==> src/bit_call_cmov_cmp_cfg.svh <==
/*
 * Encodings and reset values for the bit-set, call, widen, flag,
 * flush, conditional-move and compare slice of the execute stage.
 * Assumes it is included by its bare name before any use.
 */
`ifndef BIT_CALL_CMOV_CMP_CFG_SVH
`define BIT_CALL_CMOV_CMP_CFG_SVH

// ****************************************
// Opcode bytes
// ****************************************
`define OPC_BIT_IMM 8'hBA
`define OPC_CALL_REL 8'hE8
`define OPC_GRP_FF 8'hFF
`define OPC_CALL_FAR 8'h9A
`define OPC_WIDEN 8'h98
`define OPC_SPREAD 8'h99
`define OPC_CLR_CARRY 8'hF8
`define OPC_CLR_DIR 8'hFC
`define OPC_TGL_CARRY 8'hF5
`define OPC_FENCE_GRP 8'hAE
`define OPC_CMOV_HI 4'h4
`define OPC_CMP_ACC8 8'h3C
`define OPC_CMP_ACC 8'h3D
`define OPC_IMM_GRP8 8'h80
`define OPC_IMM_GRP 8'h81
`define OPC_IMM_GRP_SX 8'h83

// ****************************************
// ModRM reg field selectors
// ****************************************
`define REG_BTS 3'h5
`define REG_CALL_NEAR 3'h2
`define REG_CALL_FAR 3'h3
`define REG_FLUSH 3'h7
`define REG_CMP 3'h7

// ****************************************
// Reset values
// ****************************************
`define FLAG_RST 1'h0
`define DATA_RST 64'h0000000000000000
`define SEL_RST 16'h0000

`endif

==> src/bit_call_cmov_cmp_pkg.sv <==
/*
 * Types shared by the bit-set, call, flag and compare execute slice.
 * Assumes the fetch stage encodes operand size with opsize_t.
 */
package bit_call_cmov_cmp_pkg;

  // Effective operand size of the instruction
  typedef enum logic [1:0]
  {
    SZ8,
    SZ16,
    SZ32,
    SZ64
  } opsize_t;

endpackage

==> src/bit_call_cmov_cmp_decode.sv <==
/*
 * Decode and one-cycle execute for: test_and_set_bit with immediate
 * index, near/far calls, accumulator widen and sign spread, carry and
 * direction flag ops, flush_line, the sixteen conditional moves and
 * compare_op with immediates. Owns the six status flags.
 * Assumes fetch presents one fully decoded instruction per valid
 * cycle, with the reg/mem operand already read by the operand path.
 */
`timescale 1ns/10ps
`include "bit_call_cmov_cmp_cfg.svh"

module bit_call_cmov_cmp_decode
(
  // Clock, reset, enable
  input wire logic i_core_clk,
  input wire logic i_rst,
  input wire logic i_ce,
  // Decoded instruction from fetch
  input wire logic i_valid,
  input wire logic i_two_byte,
  input wire logic [7:0] i_opcode,
  input wire logic [2:0] i_modrm_reg,
  input wire bit_call_cmov_cmp_pkg::opsize_t i_opsize,
  input wire logic [63:0] i_imm,
  input wire logic [63:0] i_next_ip,
  input wire logic [63:0] i_eff_addr,
  // Operands
  input wire logic [63:0] i_acc,
  input wire logic [63:0] i_rm_data,
  // Flag load from other execute slices
  input wire logic i_flag_load,
  input wire logic [5:0] i_flag_val,
  // Completion
  output logic o_done,
  output logic o_illegal,
  // Status flags
  output logic o_carry_flag,
  output logic o_zero_flag,
  output logic o_sign_flag,
  output logic o_overflow_flag,
  output logic o_parity_flag,
  output logic o_direction_flag,
  // Register and memory writes
  output logic o_rm_wr,
  output logic [63:0] o_rm_data,
  output logic o_reg_wr,
  output logic [63:0] o_reg_data,
  output logic o_acc_wr,
  output logic [63:0] o_acc_data,
  output logic o_ext_wr,
  output logic [63:0] o_ext_data,
  // Control transfer
  output logic o_jump,
  output logic o_jump_far,
  output logic [15:0] o_jump_sel,
  output logic [63:0] o_jump_target,
  output logic [63:0] o_ret_ip,
  // Cache maintenance
  output logic o_flush,
  output logic [63:0] o_flush_addr
);

  // ****************************************
  // Helper functions
  // ****************************************

  // Keep only the bits of the given operand size
  function automatic logic [63:0] fit(bit_call_cmov_cmp_pkg::opsize_t sz, logic [63:0] v);
    logic [63:0] r;
    r = v;
    case (sz)
      bit_call_cmov_cmp_pkg::SZ8: r = {56'h0, v[7:0]};
      bit_call_cmov_cmp_pkg::SZ16: r = {48'h0, v[15:0]};
      bit_call_cmov_cmp_pkg::SZ32: r = {32'h0, v[31:0]};
      default: r = v;
    endcase
    return r;
  endfunction

  // Most significant bit at the given size
  function automatic logic top_bit(bit_call_cmov_cmp_pkg::opsize_t sz, logic [63:0] v);
    logic r;
    r = v[63];
    case (sz)
      bit_call_cmov_cmp_pkg::SZ8: r = v[7];
      bit_call_cmov_cmp_pkg::SZ16: r = v[15];
      bit_call_cmov_cmp_pkg::SZ32: r = v[31];
      default: r = v[63];
    endcase
    return r;
  endfunction

  // Sign-extend a value of the given size to 64 bits
  function automatic logic [63:0] sext(bit_call_cmov_cmp_pkg::opsize_t sz, logic [63:0] v);
    logic [63:0] r;
    r = v;
    case (sz)
      bit_call_cmov_cmp_pkg::SZ8: r = {{56{v[7]}}, v[7:0]};
      bit_call_cmov_cmp_pkg::SZ16: r = {{48{v[15]}}, v[15:0]};
      bit_call_cmov_cmp_pkg::SZ32: r = {{32{v[31]}}, v[31:0]};
      default: r = v;
    endcase
    return r;
  endfunction

  // Half of the operand size, source of an in-place widen
  function automatic bit_call_cmov_cmp_pkg::opsize_t half(bit_call_cmov_cmp_pkg::opsize_t sz);
    bit_call_cmov_cmp_pkg::opsize_t r;
    r = bit_call_cmov_cmp_pkg::SZ32;
    case (sz)
      bit_call_cmov_cmp_pkg::SZ16: r = bit_call_cmov_cmp_pkg::SZ8;
      bit_call_cmov_cmp_pkg::SZ32: r = bit_call_cmov_cmp_pkg::SZ16;
      default: r = bit_call_cmov_cmp_pkg::SZ32;
    endcase
    return r;
  endfunction

  // Immediates and offsets never exceed 32 bits in this slice
  function automatic bit_call_cmov_cmp_pkg::opsize_t imm_sz(bit_call_cmov_cmp_pkg::opsize_t sz);
    return (sz == bit_call_cmov_cmp_pkg::SZ16) ? bit_call_cmov_cmp_pkg::SZ16
                                               : bit_call_cmov_cmp_pkg::SZ32;
  endfunction

  // Condition evaluation for the conditional-move range
  function automatic logic cond_true(logic [3:0] cc, logic cf, logic zf, logic sf,
                                     logic of, logic pf);
    logic r;
    r = 1'b0;
    case (cc[3:1])
      3'h0: r = of;
      3'h1: r = cf;
      3'h2: r = zf;
      3'h3: r = cf | zf;
      3'h4: r = sf;
      3'h5: r = pf;
      3'h6: r = sf ^ of;
      default: r = zf | (sf ^ of);
    endcase
    // Odd codes are the exact complement, so 7 and F need both flags
    return r ^ cc[0];
  endfunction

  // ****************************************
  // Opcode decode
  // ****************************************
  wire logic one_byte = i_valid & ~i_two_byte;
  wire logic two_byte = i_valid & i_two_byte;
  wire bit_call_cmov_cmp_pkg::opsize_t sz = i_opsize;
  wire bit_call_cmov_cmp_pkg::opsize_t isz = imm_sz(i_opsize);
  wire logic is_bts = two_byte & (i_opcode == `OPC_BIT_IMM) & (i_modrm_reg == `REG_BTS);
  wire logic is_flush = two_byte & (i_opcode == `OPC_FENCE_GRP)
                        & (i_modrm_reg == `REG_FLUSH);
  wire logic is_cmov = two_byte & (i_opcode[7:4] == `OPC_CMOV_HI);
  wire logic is_call_rel = one_byte & (i_opcode == `OPC_CALL_REL);
  wire logic is_call_ind = one_byte & (i_opcode == `OPC_GRP_FF)
                           & (i_modrm_reg == `REG_CALL_NEAR);
  wire logic is_far_ind = one_byte & (i_opcode == `OPC_GRP_FF)
                          & (i_modrm_reg == `REG_CALL_FAR);
  wire logic is_far_dir = one_byte & (i_opcode == `OPC_CALL_FAR);
  wire logic is_widen = one_byte & (i_opcode == `OPC_WIDEN);
  wire logic is_spread = one_byte & (i_opcode == `OPC_SPREAD);
  wire logic is_clc = one_byte & (i_opcode == `OPC_CLR_CARRY);
  wire logic is_cld = one_byte & (i_opcode == `OPC_CLR_DIR);
  wire logic is_cmc = one_byte & (i_opcode == `OPC_TGL_CARRY);
  wire logic is_cmp_acc8 = one_byte & (i_opcode == `OPC_CMP_ACC8);
  wire logic is_cmp_acc = one_byte & (i_opcode == `OPC_CMP_ACC);
  wire logic grp_cmp = one_byte & (i_modrm_reg == `REG_CMP);
  wire logic is_cmp_rm8 = grp_cmp & (i_opcode == `OPC_IMM_GRP8);
  wire logic is_cmp_rm = grp_cmp & (i_opcode == `OPC_IMM_GRP);
  wire logic is_cmp_rmsx = grp_cmp & (i_opcode == `OPC_IMM_GRP_SX);
  wire logic is_cmp = is_cmp_acc8 | is_cmp_acc | is_cmp_rm8 | is_cmp_rm | is_cmp_rmsx;
  wire logic is_call = is_call_rel | is_call_ind | is_far_ind | is_far_dir;
  wire logic is_far = is_far_ind | is_far_dir;
  // Anything not in this slice is flagged so another slice can claim it
  wire logic known = is_bts | is_flush | is_cmov | is_call | is_widen | is_spread
                     | is_clc | is_cld | is_cmc | is_cmp;

  // ****************************************
  // test_and_set_bit datapath
  // ****************************************
  // Index wraps at operand width for 16, 32 and 64 bits, as with a register operand; byte size keeps six index bits
  wire logic [5:0] bit_idx = (sz == bit_call_cmov_cmp_pkg::SZ16) ? {2'h0, i_imm[3:0]} :
                             (sz == bit_call_cmov_cmp_pkg::SZ32) ? {1'h0, i_imm[4:0]} :
                             i_imm[5:0];
  wire logic bts_old = i_rm_data[bit_idx];
  wire logic [63:0] bts_data = fit(sz, i_rm_data | (64'h0000000000000001 << bit_idx));

  // ****************************************
  // Call targets
  // ****************************************
  wire logic [63:0] rel_target = fit(sz, i_next_ip + sext(isz, i_imm));
  wire logic [63:0] ind_target = fit(sz, i_rm_data);
  // Far pointer: embedded for direct, memory operand for indirect
  wire logic [63:0] far_ptr = is_far_dir ? i_imm : i_rm_data;
  wire logic [63:0] far_off = fit(isz, far_ptr);
  wire logic [15:0] far_sel = (isz == bit_call_cmov_cmp_pkg::SZ16) ? far_ptr[31:16]
                                                                   : far_ptr[47:32];
  wire logic [63:0] call_target = is_call_rel ? rel_target :
                                  is_call_ind ? ind_target : far_off;

  // ****************************************
  // Accumulator widen and spread
  // ****************************************
  wire logic [63:0] widen_data = fit(sz, sext(half(sz), i_acc));
  wire logic [63:0] spread_data = fit(sz, {64{top_bit(sz, i_acc)}});

  // ****************************************
  // Conditional move
  // ****************************************
  wire logic cmov_take = is_cmov & cond_true(i_opcode[3:0], o_carry_flag, o_zero_flag,
                                             o_sign_flag, o_overflow_flag,
                                             o_parity_flag);

  // ****************************************
  // Compare datapath
  // ****************************************
  // Byte forms fix the size at one byte whatever the prefix says
  wire bit_call_cmov_cmp_pkg::opsize_t cmp_sz = (is_cmp_acc8 | is_cmp_rm8)
                                                ? bit_call_cmov_cmp_pkg::SZ8 : sz;
  wire logic [63:0] cmp_lhs = fit(cmp_sz, (is_cmp_acc8 | is_cmp_acc) ? i_acc : i_rm_data);
  wire logic [63:0] cmp_imm = (is_cmp_acc8 | is_cmp_rm8) ? i_imm :
                              is_cmp_rmsx ? sext(bit_call_cmov_cmp_pkg::SZ8, i_imm) :
                              sext(isz, i_imm);
  wire logic [63:0] cmp_rhs = fit(cmp_sz, cmp_imm);
  // Difference is only used for flags and then dropped
  wire logic [63:0] cmp_res = fit(cmp_sz, cmp_lhs - cmp_rhs);
  wire logic cmp_lsb = top_bit(cmp_sz, cmp_lhs);
  wire logic cmp_rsb = top_bit(cmp_sz, cmp_rhs);
  wire logic cmp_dsb = top_bit(cmp_sz, cmp_res);
  wire logic cmp_cf = cmp_lhs < cmp_rhs;
  wire logic cmp_of = (cmp_lsb != cmp_rsb) & (cmp_dsb != cmp_lsb);
  wire logic cmp_pf = ~^cmp_res[7:0];

  // ****************************************
  // Next flag values
  // ****************************************
  wire logic fire = i_ce & i_valid;
  wire logic carry_d = is_cmp ? cmp_cf :
                       is_bts ? bts_old :
                       is_clc ? 1'b0 :
                       is_cmc ? ~o_carry_flag :
                       o_carry_flag;
  wire logic direction_d = is_cld ? 1'b0 : o_direction_flag;

  // ****************************************
  // Flag registers
  // ****************************************
  // Own instructions win over a load from another slice in the same cycle
  always_ff @(posedge i_core_clk)
  begin
    if (i_rst)
    begin
      // Flags live in the output flops, so they leave straight from a register
      o_carry_flag <= `FLAG_RST;
      o_zero_flag <= `FLAG_RST;
      o_sign_flag <= `FLAG_RST;
      o_overflow_flag <= `FLAG_RST;
      o_parity_flag <= `FLAG_RST;
      o_direction_flag <= `FLAG_RST;
    end
    else if (fire & known)
    begin
      o_carry_flag <= carry_d;
      o_direction_flag <= direction_d;
      if (is_cmp)
      begin
        o_zero_flag <= (cmp_res == `DATA_RST);
        o_sign_flag <= cmp_dsb;
        o_overflow_flag <= cmp_of;
        o_parity_flag <= cmp_pf;
      end
    end
    else if (i_ce & i_flag_load)
    begin
      // External flag load for instructions outside this slice
      {o_carry_flag, o_zero_flag, o_sign_flag, o_overflow_flag, o_parity_flag,
       o_direction_flag} <= i_flag_val;
    end
  end

  // ****************************************
  // Result strobes, one cycle per instruction
  // ****************************************
  always_ff @(posedge i_core_clk)
  begin
    if (i_rst)
    begin
      o_done <= 1'b0;
      o_illegal <= 1'b0;
      o_rm_wr <= 1'b0;
      o_reg_wr <= 1'b0;
      o_acc_wr <= 1'b0;
      o_ext_wr <= 1'b0;
      o_jump <= 1'b0;
      o_jump_far <= 1'b0;
      o_flush <= 1'b0;
    end
    else if (i_ce)
    begin
      o_done <= i_valid;
      o_illegal <= i_valid & ~known;
      o_rm_wr <= is_bts;
      o_reg_wr <= cmov_take;
      o_acc_wr <= is_widen;
      o_ext_wr <= is_spread;
      o_jump <= is_call;
      o_jump_far <= is_far;
      o_flush <= is_flush;
    end
  end

  // ****************************************
  // Result data, held until the next instruction
  // ****************************************
  // Data only moves on valid cycles so it stays stable for the writer
  always_ff @(posedge i_core_clk)
  begin
    if (i_rst)
    begin
      o_rm_data <= `DATA_RST;
      o_reg_data <= `DATA_RST;
      o_acc_data <= `DATA_RST;
      o_ext_data <= `DATA_RST;
      o_jump_sel <= `SEL_RST;
      o_jump_target <= `DATA_RST;
      o_ret_ip <= `DATA_RST;
      o_flush_addr <= `DATA_RST;
    end
    else if (fire)
    begin
      o_rm_data <= bts_data;
      o_reg_data <= fit(sz, i_rm_data);
      o_acc_data <= widen_data;
      o_ext_data <= spread_data;
      o_jump_sel <= is_far ? far_sel : `SEL_RST;
      o_jump_target <= call_target;
      o_ret_ip <= i_next_ip;
      o_flush_addr <= i_eff_addr;
    end
  end

endmodule

==> config.mk <==
export PLATFORM = sky130hd
export DESIGN_NAME = bit_call_cmov_cmp_decode
export DESIGN_NICKNAME = d
export VERILOG_FILES = /design/src/bit_call_cmov_cmp_pkg.sv /design/src/bit_call_cmov_cmp_decode.sv
export VERILOG_INCLUDE_DIRS = /design/src
export SDC_FILE = /design/constraint.sdc
export NUM_CORES = 1
export LEC_CHECK = 0
export ABC_AREA = 1
export BUFFER_PORTS_ARGS = -buffer_cell sky130_fd_sc_hd__buf_2
export CORE_AREA = 2 2 318 320
export DETAILED_ROUTE_END_ITERATION = 12
export DIE_AREA = 0 0 320 322
export REMOVE_ABC_BUFFERS = 1
export SYNTH_ARGS = -nofsm -noshare
export SYNTH_HDL_FRONTEND = slang
export SYNTH_SLANG_ARGS = --single-unit
==> constraint.sdc <==
create_clock -name i_core_clk -period 11.6 [get_ports i_core_clk]
set_input_delay 2.32 -clock i_core_clk [delete_from_list [all_inputs] [get_ports i_core_clk]]
set_output_delay 2.32 -clock i_core_clk [all_outputs]
set_load 0.03 [all_outputs]
### Yosys cells after proc, flatten, opt, wreduce, memory -nomap -nowiden

Cells that the tools add are included.

| storage, ports and cells | value |
|---|---|
| register bits after elaboration | 479 |
| bits in latches | 0 |
| bits in writable memories | 0 |
| bits in read-only memories | 0 |
| input port bits | 345 |
| output and inout bits | 479 |
| logic and storage cells | 185 |
| memories | 0 |

| operators by class | value |
|---|---|
| $add $sub $neg | 2 |
| multiply operators | 0 |
| div/mod/pow operators | 0 |
| magnitude comparators | 2 |
| equal/unequal tests | 39 |
| shifts and indexed selects | 1 |
| mux-type cells | 52 |
| bitwise operators | 55 |
| reduce and logical (&&, ||, !) cells | 11 |

Operators by type and width:

| operator | count |
|---|---|
| 64-bit one-hot mux with 3 select lines | 11 |
| 64-bit two-way mux | 6 |
| 8-bit == test (second input constant) | 13 |
| 64-bit adder | 1 |
| 64-bit logical NOT | 1 |
| 64-bit less-than comparator | 1 |
| 64-bit bitwise OR | 1 |
| 1-bit by 6-bit << shifter with 64-bit output (first input constant) | 1 |
| 64-bit subtractor | 1 |
| 16-bit two-way mux | 2 |
| 1-bit AND | 29 |
| 1-bit two-way mux | 22 |
| 1-bit bitwise OR | 20 |
| 8-bit by 6-bit == test with 1-bit output (second input constant) | 2 |
| 3-bit == test (second input constant) | 5 |
| 3-bit by 2-bit == test with 1-bit output (second input constant) | 4 |
| 6-bit two-way mux | 2 |
| 1-bit one-hot mux with 3 select lines | 4 |
| 2-bit by 1-bit == test with 1-bit output (second input constant) | 4 |
| 2-bit == test (second input constant) | 4 |
| 2-bit logical NOT | 4 |
| 8-bit XNOR reduction | 1 |
| 6-bit by 7-bit less-than comparator with 1-bit output (second input constant) | 1 |
| 1-bit one-hot mux with 7 select lines | 1 |
| other kinds (13) | 21 |

### Longest topological paths before layout

Gate-level depths: netlist of run 1.

| logic depth | value |
|---|---|
| depth in word-level cells | 17 |
| gate-level depth with buffers | 32 |
| mapped depth without buffers | 31 |

### Least setup slack after synthesis of run 1

Ideal clock, no wire load.

| path | value |
|---|---|
| path kind | in2reg |
| from | in i_opsize[1] |
| to | reg o_zero_flag |
| setup time | 0.070 ns |
| arrival | 6.839 ns |
| required time | 11.530 ns |
| path slack | 4.691 ns |
| stages on the path | 27 |
| buffers on the path | 2 |
| cell sequence | inv_1 -> ha_1 -> buf_2 -> inv_2 -> nor2_1 -> a21oi_1 -> nor2_1 -> nor2_4 -> buf_1 -> nand2_1 -> ha_1 -> nand2_1 -> nor2_1 -> inv_1 -> nor3_1 -> nand2_1 -> nor2_1 -> nand2_1 -> nand2_1 -> nand2_1 -> nand3_1 -> nand2_1 -> nor2_1 -> nand2_1 -> nor2_1 -> nand3_1 -> a21oi_1 |

| between the ends | value |
|---|---|
| longest elaborated chain between the ends | 12 |
| elaborated cells between the ends (all ways) | 19 |
| classes of those cells | add/sub: 1; eq/ne: 5; mux: 10; reduce/logical: 3 |

RTL lines:

| what | line | text |
|---|---|---|
| start, declared | bit_call_cmov_cmp_decode.sv:23 | `input wire bit_call_cmov_cmp_pkg::opsize_t i_opsize,` |
| 2-bit by 1-bit == test with 1-bit output | bit_call_cmov_cmp_decode.sv:120 | `return (sz == bit_call_cmov_cmp_pkg::SZ16) ? bit_call_cmov_cmp_pkg::SZ16` |
| 2-bit two-way mux | bit_call_cmov_cmp_decode.sv:120 |  |
| 2-bit == test (tied with other cells) | bit_call_cmov_cmp_decode.sv:97 | `case (sz)` |
| 64-bit one-hot mux with 3 select lines | bit_call_cmov_cmp_decode.sv:97 |  |
| 64-bit two-way mux | bit_call_cmov_cmp_decode.sv:222 | `is_cmp_rmsx ? sext(bit_call_cmov_cmp_pkg::SZ8, i_imm) :` |
| 64-bit two-way mux | bit_call_cmov_cmp_decode.sv:221 | `wire logic [63:0] cmp_imm = (is_cmp_acc8 \| is_cmp_rm8) ? i_imm :` |
| 64-bit one-hot mux with 3 select lines | bit_call_cmov_cmp_decode.sv:71 | `case (sz)` |
| 64-bit subtractor | bit_call_cmov_cmp_decode.sv:226 | `wire logic [63:0] cmp_res = fit(cmp_sz, cmp_lhs - cmp_rhs);` |
| 64-bit one-hot mux with 3 select lines (*) | bit_call_cmov_cmp_decode.sv:71 |  |
| 64-bit logical NOT (no source line) (*) | - |  |
| 1-bit two-way mux (*) | bit_call_cmov_cmp_decode.sv:265 | `if (is_cmp)` |
| 1-bit two-way mux (*) | bit_call_cmov_cmp_decode.sv:261 | `else if (fire & known)` |
| end signal, assigned | bit_call_cmov_cmp_decode.sv:255 | `` o_zero_flag <= `FLAG_RST; `` |
| end signal, assigned | bit_call_cmov_cmp_decode.sv:267 | `` o_zero_flag <= (cmp_res == `DATA_RST); `` |
| end, declared | bit_call_cmov_cmp_decode.sv:38 | `output logic o_zero_flag,` |

Every way passes the cells marked *; elsewhere a longest branch is shown, timed or not. The select of a mux whose other input is x is not followed.
A chain may end at the register's enable or synchronous reset.

### Worst setup path in the final report of run 1

Ends and elaborated chain as after synthesis.

==> qor.log, run 1 <==
INFO  floorplanning  std_cell_rows=116
INFO  global_route   groute.layer.met2.usage=0.5012
INFO  global_route   globalRouteTotalUtil=0.3193
INFO  worst_setup_path cp_num_buf_inv=7
INFO  sta            slew_margin_rel=0.1249
INFO  placement      place_congestion=0.9960
INFO  worst_hold_path worstHoldPathCells=2
INFO  global_route   globalRoute.busiestLayer=met2
INFO  pwr            sequentialPowerShare=0.328
INFO  route          detail_route.wl_per_cell=24.72um
INFO  synthesis      async_reset_ff_frac=0
INFO  cts            clk_pin_slew=70ps
INFO  floorplanning  floorplan.initialDensity=0.3006
INFO  cts            cts.sinks=419
INFO  global_route   met1_usage=0.4061
INFO  route          routed-via-count=36.60k
INFO  sta            post_route_worst_setup_slack=3894ps
INFO  cts            postCtsHoldBufs=0
INFO  worst_setup_path worst_path_dominant_cell_family=simple AND/OR/NAND/NOR gates
INFO  cts            clock_latency=650ps
INFO  pwr            total_switching_power=1843uW
INFO  floorplanning  design.core.area=99570um^2
INFO  route          drc=0
INFO  outcome        status=completed
INFO  sta            timing.final.hold_violations=0
INFO  cells_and_area design_area=36470um^2
INFO  placement      sum_of_net_half_perimeters_after_detailed_placement=140000um
INFO  synthesis      synth_sequential_area_ratio=0.2802
INFO  synthesis      synth_warnings=0
INFO  cts            numCtsBuffers=51
INFO  pwr            power.static_leakage=0.01846uW
INFO  worst_setup_path startpoint_type=primary input
INFO  cts            clk_path_buf_depth=3
INFO  global_route   grt_antenna_before_repair=49
INFO  placement      postPlaceCellArea=34740um^2
INFO  pwr            sw_frac_of_total=0.3919
INFO  floorplanning  dieHeight=322um
INFO  cts            cts_post_setup_buffers_inserted=0
INFO  worst_setup_path critical_path_required=12190ps
INFO  route          totalWireLength=172400um
INFO  cells_and_area final_layout_size_suffix_gt1_frac=0.1779
INFO  cts            clock_tree.htree_level_count=2
INFO  sta            setup_tns=0ps
INFO  route          antenna_violating_nets_post_route=0
INFO  worst_setup_path cp.arrival=8290ps
INFO  sta            worst_slew_pin_slew=1305ps
INFO  route          vias_per_cell=5.250
INFO  route          detailedRoute.firstPassIterationCount=9
INFO  cells_and_area post_layout_nonfiller_instances=6972
INFO  cells_and_area layout_filler_cell_count=11.29k
INFO  pwr            power.ir.vdd_worst=100.7uV
INFO  pwr            internal_power_consumption=2861uW
INFO  floorplanning  io_pins=824
INFO  cells_and_area net_count_of_the_finished_layout=6100
INFO  cells_and_area areaGrowthSynthToFinish=21.84%
INFO  placement      dpl.cell_count=6862
INFO  synthesis      post_synth_instance_area=29930um^2
INFO  placement      port-buffer-count=807
INFO  worst_setup_path cp_num_cells=29
INFO  global_route   grtUsageMet3=0.08130
INFO  synthesis      count_of_state_elements_after_synthesis=419
INFO  cts            root_buffer=sky130_fd_sc_hd__clkbuf_16
INFO  placement      pre_cts_slack=3443ps
INFO  synthesis      synth-main-ff-cell=sky130_fd_sc_hd__dfxtp_1
INFO  sta            finalCritPeriodShare=0.6643
INFO  global_route   grt-ovfl-total=0
INFO  worst_setup_path worstSetupPathType=primary input to flip-flop
INFO  synthesis      ys_types=52
INFO  pwr            clkPwrFrac=0.353
INFO  synthesis      netlist_instances=4991
INFO  floorplanning  chipWidth=320um
INFO  sta            fmax=129.8MHz
INFO  worst_hold_path min_path_type=flip-flop to flip-flop
INFO  synthesis      post_synth.cell_area_avg=5.998um^2
INFO  floorplanning  floorplan.die_area=103000um^2
INFO  sta            final.setup_skew=5.510ps
INFO  sta            finalCriticalPeriod=7706ps
INFO  job            maxCapViolations=0
INFO  worst_setup_path critPathMaxStageDelay=710ps
INFO  pwr            p_per_area=129.0nW/um^2
INFO  worst_setup_path path_common_cell=sky130_fd_sc_hd__nand2_1
INFO  route          drt-initial-drc-count=3469
INFO  pwr            power_frac_comb=0.319
INFO  cts            ctsResizeCount=0
INFO  worst_setup_path critical-path-slowest-cell=sky130_fd_sc_hd__nor2_4
INFO  sta            slew_viol_final=0
INFO  worst_setup_path cp_max_fo=34
INFO  global_route   grt_first_pass_wirelength=237900um
INFO  worst_setup_path worst_setup_ep_type=flip-flop
INFO  sta            grt_setup_unrepaired=no
INFO  global_route   maximum_number_of_pins_on_one_net_before_global_route_repair=156
INFO  sta            setup_violations=0
INFO  synthesis      synth_enable_flop_cells=0
INFO  cts            cts_tree=yes
INFO  worst_setup_path rr_worst_depth=7
INFO  global_route   first_global_vias=33.17k
[cells in the final DEF, fill, tap and decap left out, types with 22 or more instances in the layout]
cell,count
sky130_fd_sc_hd__dfxtp_1,419
sky130_fd_sc_hd__nor2_1,711
sky130_fd_sc_hd__nand3_1,204
sky130_fd_sc_hd__buf_4,42
sky130_fd_sc_hd__nand4_1,36
sky130_fd_sc_hd__o21ai_0,428
sky130_fd_sc_hd__a21oi_1,431
sky130_fd_sc_hd__or2_2,27
sky130_fd_sc_hd__inv_1,594
sky130_fd_sc_hd__buf_2,806
sky130_fd_sc_hd__clkbuf_16,51
sky130_fd_sc_hd__a211oi_1,63
sky130_fd_sc_hd__o22ai_1,22
sky130_fd_sc_hd__o211ai_1,45
sky130_fd_sc_hd__ha_1,135
sky130_fd_sc_hd__nand2_1,1290
sky130_fd_sc_hd__nor3_1,61
sky130_fd_sc_hd__a31oi_1,41
[power by group through the flow]
stage | combinational [uW] | clock, uW | sequential [uW]
2_1_floorplan | 741 | 0 | 1730
3_3_place_gp | 1460 | 0 | 1570
3_5_place_dp | 1470 | 0 | 1570
4_1_cts | 1470 | 1690 | 1540
5_1_grt | 1620 | 1740 | 1550
6_report | 1500 | 1660 | 1540
[cell type report]
class                           count  area (um^2)  area share
Inverter                          609         2298     0.06302
Sequential cell                   419         8388      0.2300
Tap cell                         1298         1624     0.04453
Clock inverter                     24        254.0    0.006964
Antenna cell                       18        45.04    0.001235
Multi-Input combinational cell   3685        18030      0.4944
Clock buffer                       68         1430     0.03921
Timing Repair Buffer              851         4400      0.1207
[flip-flops by register name, summed over array words and instances (netlist names), 4 cells and up]
register	cells
o_ext_data	4
o_jump_target	64
o_rm_data	64
o_jump_sel	16
o_ret_ip	64
o_flush_addr	64
o_acc_data	64
o_reg_data	64
[synth_stat cells (27+ instances only)]
library cell | count | area share
sky130_fd_sc_hd__nand2_1 | 1292 | 0.16
sky130_fd_sc_hd__dfxtp_1 | 419 | 0.28
sky130_fd_sc_hd__nor2_1 | 716 | 0.090
sky130_fd_sc_hd__clkbuf_1 | 184 | 0.023
sky130_fd_sc_hd__buf_4 | 61 | 0.015
sky130_fd_sc_hd__nor3_1 | 62 | 0.010
sky130_fd_sc_hd__nand4_1 | 36 | 0.0075
sky130_fd_sc_hd__nand3_1 | 205 | 0.034
sky130_fd_sc_hd__a211oi_1 | 63 | 0.016
sky130_fd_sc_hd__a21oi_1 | 432 | 0.072
sky130_fd_sc_hd__ha_1 | 136 | 0.057
sky130_fd_sc_hd__a31oi_1 | 41 | 0.0086
sky130_fd_sc_hd__o21ai_0 | 428 | 0.072
sky130_fd_sc_hd__o211ai_1 | 45 | 0.011
sky130_fd_sc_hd__inv_1 | 596 | 0.075
sky130_fd_sc_hd__or2_2 | 27 | 0.0056
[tightest hold or removal path: stages (launching register included)]
cell and delay, ps:
sky130_fd_sc_hd__dfxtp_1 300, sky130_fd_sc_hd__nand2_1 60, sky130_fd_sc_hd__a21oi_1 50
[metrics by stage]
stage	util	hold WS (ps)	power, uW
after detailed placement	0.3489	451.9	3041
after floorplan	-	579.4	2472
final	0.3663	459.8	4704
after global placement	0.3489	447.2	3034
after CTS	0.3659	461.6	4702
after global routing	0.3660	476.0	4912
[path summary, 6_finish.rpt]
check	start	end	slack, ps
max	i_opsize[1]	o_zero_flag	3890
min	o_acc_data[59]	o_acc_data[59]	460
max reg2reg	o_overflow_flag	o_reg_wr	10290
min reg2reg	o_acc_data[59]	o_acc_data[59]	460
[per-layer routing]
metal,part of all wire,wire length [um]
met4,0.055,9505
met5,0.0011,189
met2,0.43,74200
met1,0.42,72980
met3,0.090,15500
[cells by family (layout without fill, tap and decap cells)]
| group | Yosys count | in the layout | synth area share |
|---|---|---|---|
| AOI/OAI and AO/OA | 1132 | 1132 | 0.2115 |
| and+or+nand+nor | 2388 | 2388 | 0.3224 |
| buffers and inverters | 887 | 1552 | 0.1197 |
| DFF | 419 | 419 | 0.2802 |
| muxes | 1 | 1 | 0.0003344 |
| other | 0 | 18 | 0 |
| adders and majority gates | 138 | 138 | 0.05818 |
| xor gates and xnor gates | 26 | 26 | 0.007607 |
Note: power is estimated with default switching activity, not from simulation.
==> inputs of run 2 (changes only) <==
--- a/config.mk
+++ b/config.mk
@@ -6,11 +6,11 @@
 export SDC_FILE = /design/constraint.sdc
 export NUM_CORES = 1
 export LEC_CHECK = 0
-export ABC_AREA = 1
+export ABC_AREA = 0
 export BUFFER_PORTS_ARGS = -buffer_cell sky130_fd_sc_hd__buf_2
-export CORE_AREA = 2 2 318 320
+export CORE_AREA = 2 2 324 326
 export DETAILED_ROUTE_END_ITERATION = 12
-export DIE_AREA = 0 0 320 322
+export DIE_AREA = 0 0 326 328
 export REMOVE_ABC_BUFFERS = 1
 export SYNTH_ARGS = -nofsm -noshare
 export SYNTH_HDL_FRONTEND = slang
==> constraint.sdc (replaced) <==
create_clock -name i_core_clk -period 8 [get_ports i_core_clk]
set_input_delay 1.6 -clock i_core_clk [delete_from_list [all_inputs] [get_ports i_core_clk]]
set_output_delay 1.6 -clock i_core_clk [all_outputs]
set_load 0.03 [all_outputs]
==> run 2 against run 1 <==
Setup slack worse by 3000 ps. Die area is 3.8% higher. Clock power up 52%. Register-to-register slack got worse by 3900 ps. Utilization shrank 3.8 points. Worst hold slack got worse by 13 ps. Area after synthesis shrank 10%. Non-clock buffer count up 59. Routed wire length shrank 18%. Synthesized cell count down 26%. Global-route usage fell by 6.7 points. Clock skew fell by 2.9 ps. Critical path type unchanged.
==> qor.log, run 2 <==
INFO  cts            ctsResizeCount=0 [unchanged]
INFO  sta            finalCriticalPeriod=7134ps
INFO  sta            post_route_worst_setup_slack=865.8ps [was 3894 ps]
INFO  cts            postCtsHoldBufs=0 [unchanged]
INFO  synthesis      netlist_instances=3702 [was 4991]
INFO  route          detailedRoute.firstPassIterationCount=6 [was 9]
INFO  worst_setup_path critical-path-slowest-cell=sky130_fd_sc_hd__o41a_1 [was sky130_fd_sc_hd__nor2_4]
INFO  synthesis      synth_warnings=0 [unchanged]
INFO  sta            final.setup_skew=2.615ps [was 5.510 ps]
INFO  placement      pre_cts_slack=309.0ps [was 3443 ps]
INFO  global_route   grt_first_pass_wirelength=198600um [was 237900 um]
INFO  synthesis      synth_sequential_area_ratio=0.3130 [was 0.2802]
INFO  sta            timing.final.hold_violations=0 [unchanged]
INFO  placement      sum_of_net_half_perimeters_after_detailed_placement=109800um [was 140000 um]
INFO  synthesis      post_synth_instance_area=26800um^2 [was 29930 um^2]
INFO  sta            grt_setup_unrepaired=no [unchanged]
INFO  worst_setup_path cp.arrival=7710ps [was 8290 ps]
INFO  floorplanning  dieHeight=328um [was 322 um]
INFO  worst_setup_path worstSetupPathType=primary input to flip-flop [unchanged]
INFO  cells_and_area post_layout_nonfiller_instances=5767 [was 6972]
INFO  cts            clk_pin_slew=60ps [was 70 ps]
INFO  sta            worst_slew_pin_slew=1392ps [was 1305 ps]
INFO  synthesis      async_reset_ff_frac=0 [unchanged]
INFO  sta            slew_viol_final=0 [unchanged]
INFO  route          totalWireLength=141800um [was 172400 um]
INFO  synthesis      ys_types=80 [was 52]
INFO  route          drc=0 [unchanged]
INFO  sta            slew_margin_rel=0.06317 [was 0.1249]
INFO  synthesis      netlist_top_cells_area=sky130_fd_sc_hd__dfxtp_1 (31%), sky130_fd_sc_hd__a21oi_1 (12%), sky130_fd_sc_hd__nand2_1 (9.2%), sky130_fd_sc_hd__ha_1 (6.3%), sky130_fd_sc_hd__nor2_1 (5.9%) [was sky130_fd_sc_hd__dfxtp_1 (28%), sky130_fd_sc_hd__nand2_1 (16%), sky130_fd_sc_hd__nor2_1 (9.0%), sky130_fd_sc_hd__inv_1 (7.5%), sky130_fd_sc_hd__a21oi_1 (7.2%)]
INFO  cells_and_area layout_filler_cell_count=11.26k [was 11.29k]
INFO  route          routed-via-count=30.18k [was 36.60k]
INFO  global_route   first_global_vias=27.60k [was 33.17k]
INFO  cells_and_area design_area=33880um^2 [was 36470 um^2]
INFO  worst_setup_path path_common_cell=sky130_fd_sc_hd__buf_4 [was sky130_fd_sc_hd__nand2_1]
INFO  synthesis      post-synth-top-count-cell=sky130_fd_sc_hd__a21oi_1 [was sky130_fd_sc_hd__nand2_1]
INFO  placement      port-buffer-count=807 [unchanged]
INFO  cells_and_area net_count_of_the_finished_layout=4823 [was 6100]
INFO  cts            root_buffer=sky130_fd_sc_hd__clkbuf_16 [unchanged]
INFO  synthesis      post_synth.cell_area_avg=7.240um^2 [was 5.998 um^2]
INFO  placement      dpl.cell_count=5666 [was 6862]
INFO  route          antenna_violating_nets_post_route=0 [unchanged]
INFO  global_route   globalRouteTotalUtil=0.2523 [was 0.3193]
INFO  outcome        status=completed [unchanged]
INFO  sta            finalCritPeriodShare=0.8918
INFO  pwr            p_per_area=195.6nW/um^2 [was 129.0 nW/um^2]
INFO  floorplanning  chipWidth=326um [was 320 um]
INFO  sta            fmax=140.2MHz
INFO  cells_and_area areaGrowthSynthToFinish=26.40% [was 21.84%]
INFO  synthesis      count_of_state_elements_after_synthesis=419 [unchanged]
INFO  cts            numCtsBuffers=52 [was 51]
INFO  sta            setup_tns=0ps [unchanged]
INFO  floorplanning  floorplan.die_area=106900um^2 [was 103000 um^2]
INFO  route          drt-initial-drc-count=2568 [was 3469]
INFO  cells_and_area final_layout_size_suffix_gt1_frac=0.2470 [was 0.1779]
INFO  placement      postPlaceCellArea=32050um^2 [was 34740 um^2]
INFO  cells_and_area final_common_cell=sky130_fd_sc_hd__buf_2 [was sky130_fd_sc_hd__nand2_1]
INFO  placement      place_congestion=0.9428 [was 0.9960]
INFO  worst_hold_path min_path_type=flip-flop to flip-flop [unchanged]
INFO  global_route   grt-ovfl-total=0 [unchanged]
INFO  sta            setup_violations=0 [unchanged]
INFO  cts            clock_tree.htree_level_count=2 [unchanged]
INFO  global_route   maximum_number_of_pins_on_one_net_before_global_route_repair=170 [was 156]
INFO  worst_setup_path cp_max_fo=17 [was 34]
INFO  floorplanning  design.core.area=103200um^2 [was 99570 um^2]
INFO  cts            cts_tree=yes [unchanged]
INFO  floorplanning  std_cell_rows=118 [was 116]
INFO  synthesis      synth_commonest_cells=sky130_fd_sc_hd__a21oi_1 (660), sky130_fd_sc_hd__nand2_1 (657), sky130_fd_sc_hd__dfxtp_1 (419), sky130_fd_sc_hd__nor2_1 (419), sky130_fd_sc_hd__clkbuf_1 (253) [was sky130_fd_sc_hd__nand2_1 (1292), sky130_fd_sc_hd__nor2_1 (716), sky130_fd_sc_hd__inv_1 (596), sky130_fd_sc_hd__a21oi_1 (432), sky130_fd_sc_hd__o21ai_0 (428)]
INFO  cts            cts.sinks=419 [unchanged]
INFO  synthesis      synth_top_area_cell=sky130_fd_sc_hd__dfxtp_1 [unchanged]
INFO  worst_setup_path rr_worst_depth=9 [was 7]
INFO  synthesis      synth_enable_flop_cells=0 [unchanged]
INFO  route          detail_route.wl_per_cell=24.60um [was 24.72 um]
INFO  floorplanning  floorplan.initialDensity=0.2597 [was 0.3006]
INFO  cts            cts_post_setup_buffers_inserted=0 [unchanged]
INFO  synthesis      synth_largest_type_area_fraction=0.3130 [was 0.2802]
INFO  worst_hold_path worstHoldPathCells=2 [unchanged]
INFO  cells_and_area layout_common_cells=sky130_fd_sc_hd__buf_2 (806), sky130_fd_sc_hd__a21oi_1 (659), sky130_fd_sc_hd__nand2_1 (655), sky130_fd_sc_hd__dfxtp_1 (419), sky130_fd_sc_hd__nor2_1 (416) [was sky130_fd_sc_hd__nand2_1 (1290), sky130_fd_sc_hd__buf_2 (806), sky130_fd_sc_hd__nor2_1 (711), sky130_fd_sc_hd__inv_1 (594), sky130_fd_sc_hd__a21oi_1 (431)]
INFO  synthesis      synth-main-ff-cell=sky130_fd_sc_hd__dfxtp_1 [unchanged]
INFO  worst_setup_path critical_path_required=8580ps [was 12190 ps]
INFO  cts            clk_path_buf_depth=3 [unchanged]
INFO  worst_setup_path startpoint_type=primary input [unchanged]
INFO  worst_setup_path critPathMaxStageDelay=580ps [was 710 ps]
INFO  route          vias_per_cell=5.234 [was 5.250]
INFO  pwr            power.static_leakage=0.01533uW [was 0.01846 uW]
INFO  global_route   grt_antenna_before_repair=23 [was 49]
INFO  floorplanning  io_pins=824 [unchanged]
INFO  cts            clock_latency=630ps [was 650 ps]
INFO  job            maxCapViolations=0 [unchanged]
INFO  pwr            fin_total_pwr=6626uW [was 4704 uW]
INFO  pwr            power.ir.vdd_worst=178.3uV [was 100.7 uV]
INFO  worst_setup_path worst_setup_ep_type=flip-flop [unchanged]
==> run 2: cell count changes in the layout (fill, tap and decap cells not counted), sizes merged, moves of 59 or more <==
| cell | before | now |
|---|---|---|
| a21o | 6 | 66 |
| a21oi | 432 | 662 |
| buf | 851 | 910 |
| inv | 611 | 61 |
| nand2 | 1297 | 657 |
| nand3 | 210 | 77 |
| nor2 | 722 | 419 |
| o21ai | 430 | 136 |
==> run 2: worst max-delay path: cells and delay by family <==
kind	cells	cell delay (ps)
and+or+nand+nor	9	2550
AOI/OAI and AO/OA	9	2160
buffers and inverters	5	890
adders and majority gates	1	360
muxes	1	120
==> run 2: final cells by class <==
| type | count | area, um^2 | area share |
|---|---|---|---|
| antenna | 7 | 17.52 | 0.0005171 |
| clock buffer | 67 | 1479 | 0.04366 |
| clock inverter | 27 | 325.3 | 0.009603 |
| inverter | 59 | 221.5 | 0.006537 |
| multi-input combinational | 2898 | 16800 | 0.4958 |
| sequential | 419 | 8388 | 0.2476 |
| tap | 1380 | 1727 | 0.05097 |
| timing repair buffer | 910 | 4922 | 0.1453 |
==> run 2: path summary, 6_finish.rpt <==
kind                                      from        endpoint  slack [ps]
worst max-delay path               i_opcode[7]     o_zero_flag         870
worst min-delay path            o_reg_data[40]  o_reg_data[40]         450
worst max register to register   o_parity_flag        o_reg_wr        6340
worst min register to register  o_reg_data[40]  o_reg_data[40]         450
==> run 2: routing by layer <==
layer	up-vias	GRT usage	routed length, um
li1	14259	-	-
met1	14400	0.3192	59040
met2	1288	0.4164	65600
met3	230	0.05386	10930
met4	6	0.1017	6234
met5	-	0	43
==> run 2: cells by family after synthesis <==
group	after synthesis	share of synthesized area
xor gates and xnor gates	104	0.03399
and+or+nand+nor	1459	0.2340
DFF	419	0.3130
adders and majority gates	138	0.06499
buffers and inverters	385	0.06293
AOI/OAI and AO/OA	1126	0.2472
muxes	71	0.04388
==> run 2: through the flow <==
stage	hold slack, ps	utilization
2_1_floorplan	574.3	-
3_3_place_gp	436.2	0.3106
3_5_place_dp	440.8	0.3106
4_1_cts	448.7	0.3281
5_1_grt	462.7	0.3282
6_report	446.7	0.3283
==> run 2: power breakdown <==
part	internal [uW]	switching (uW)	total [uW]
Combinational	648	1260	1900
Sequential	2170	39.8	2210
Clock	1450	1070	2520
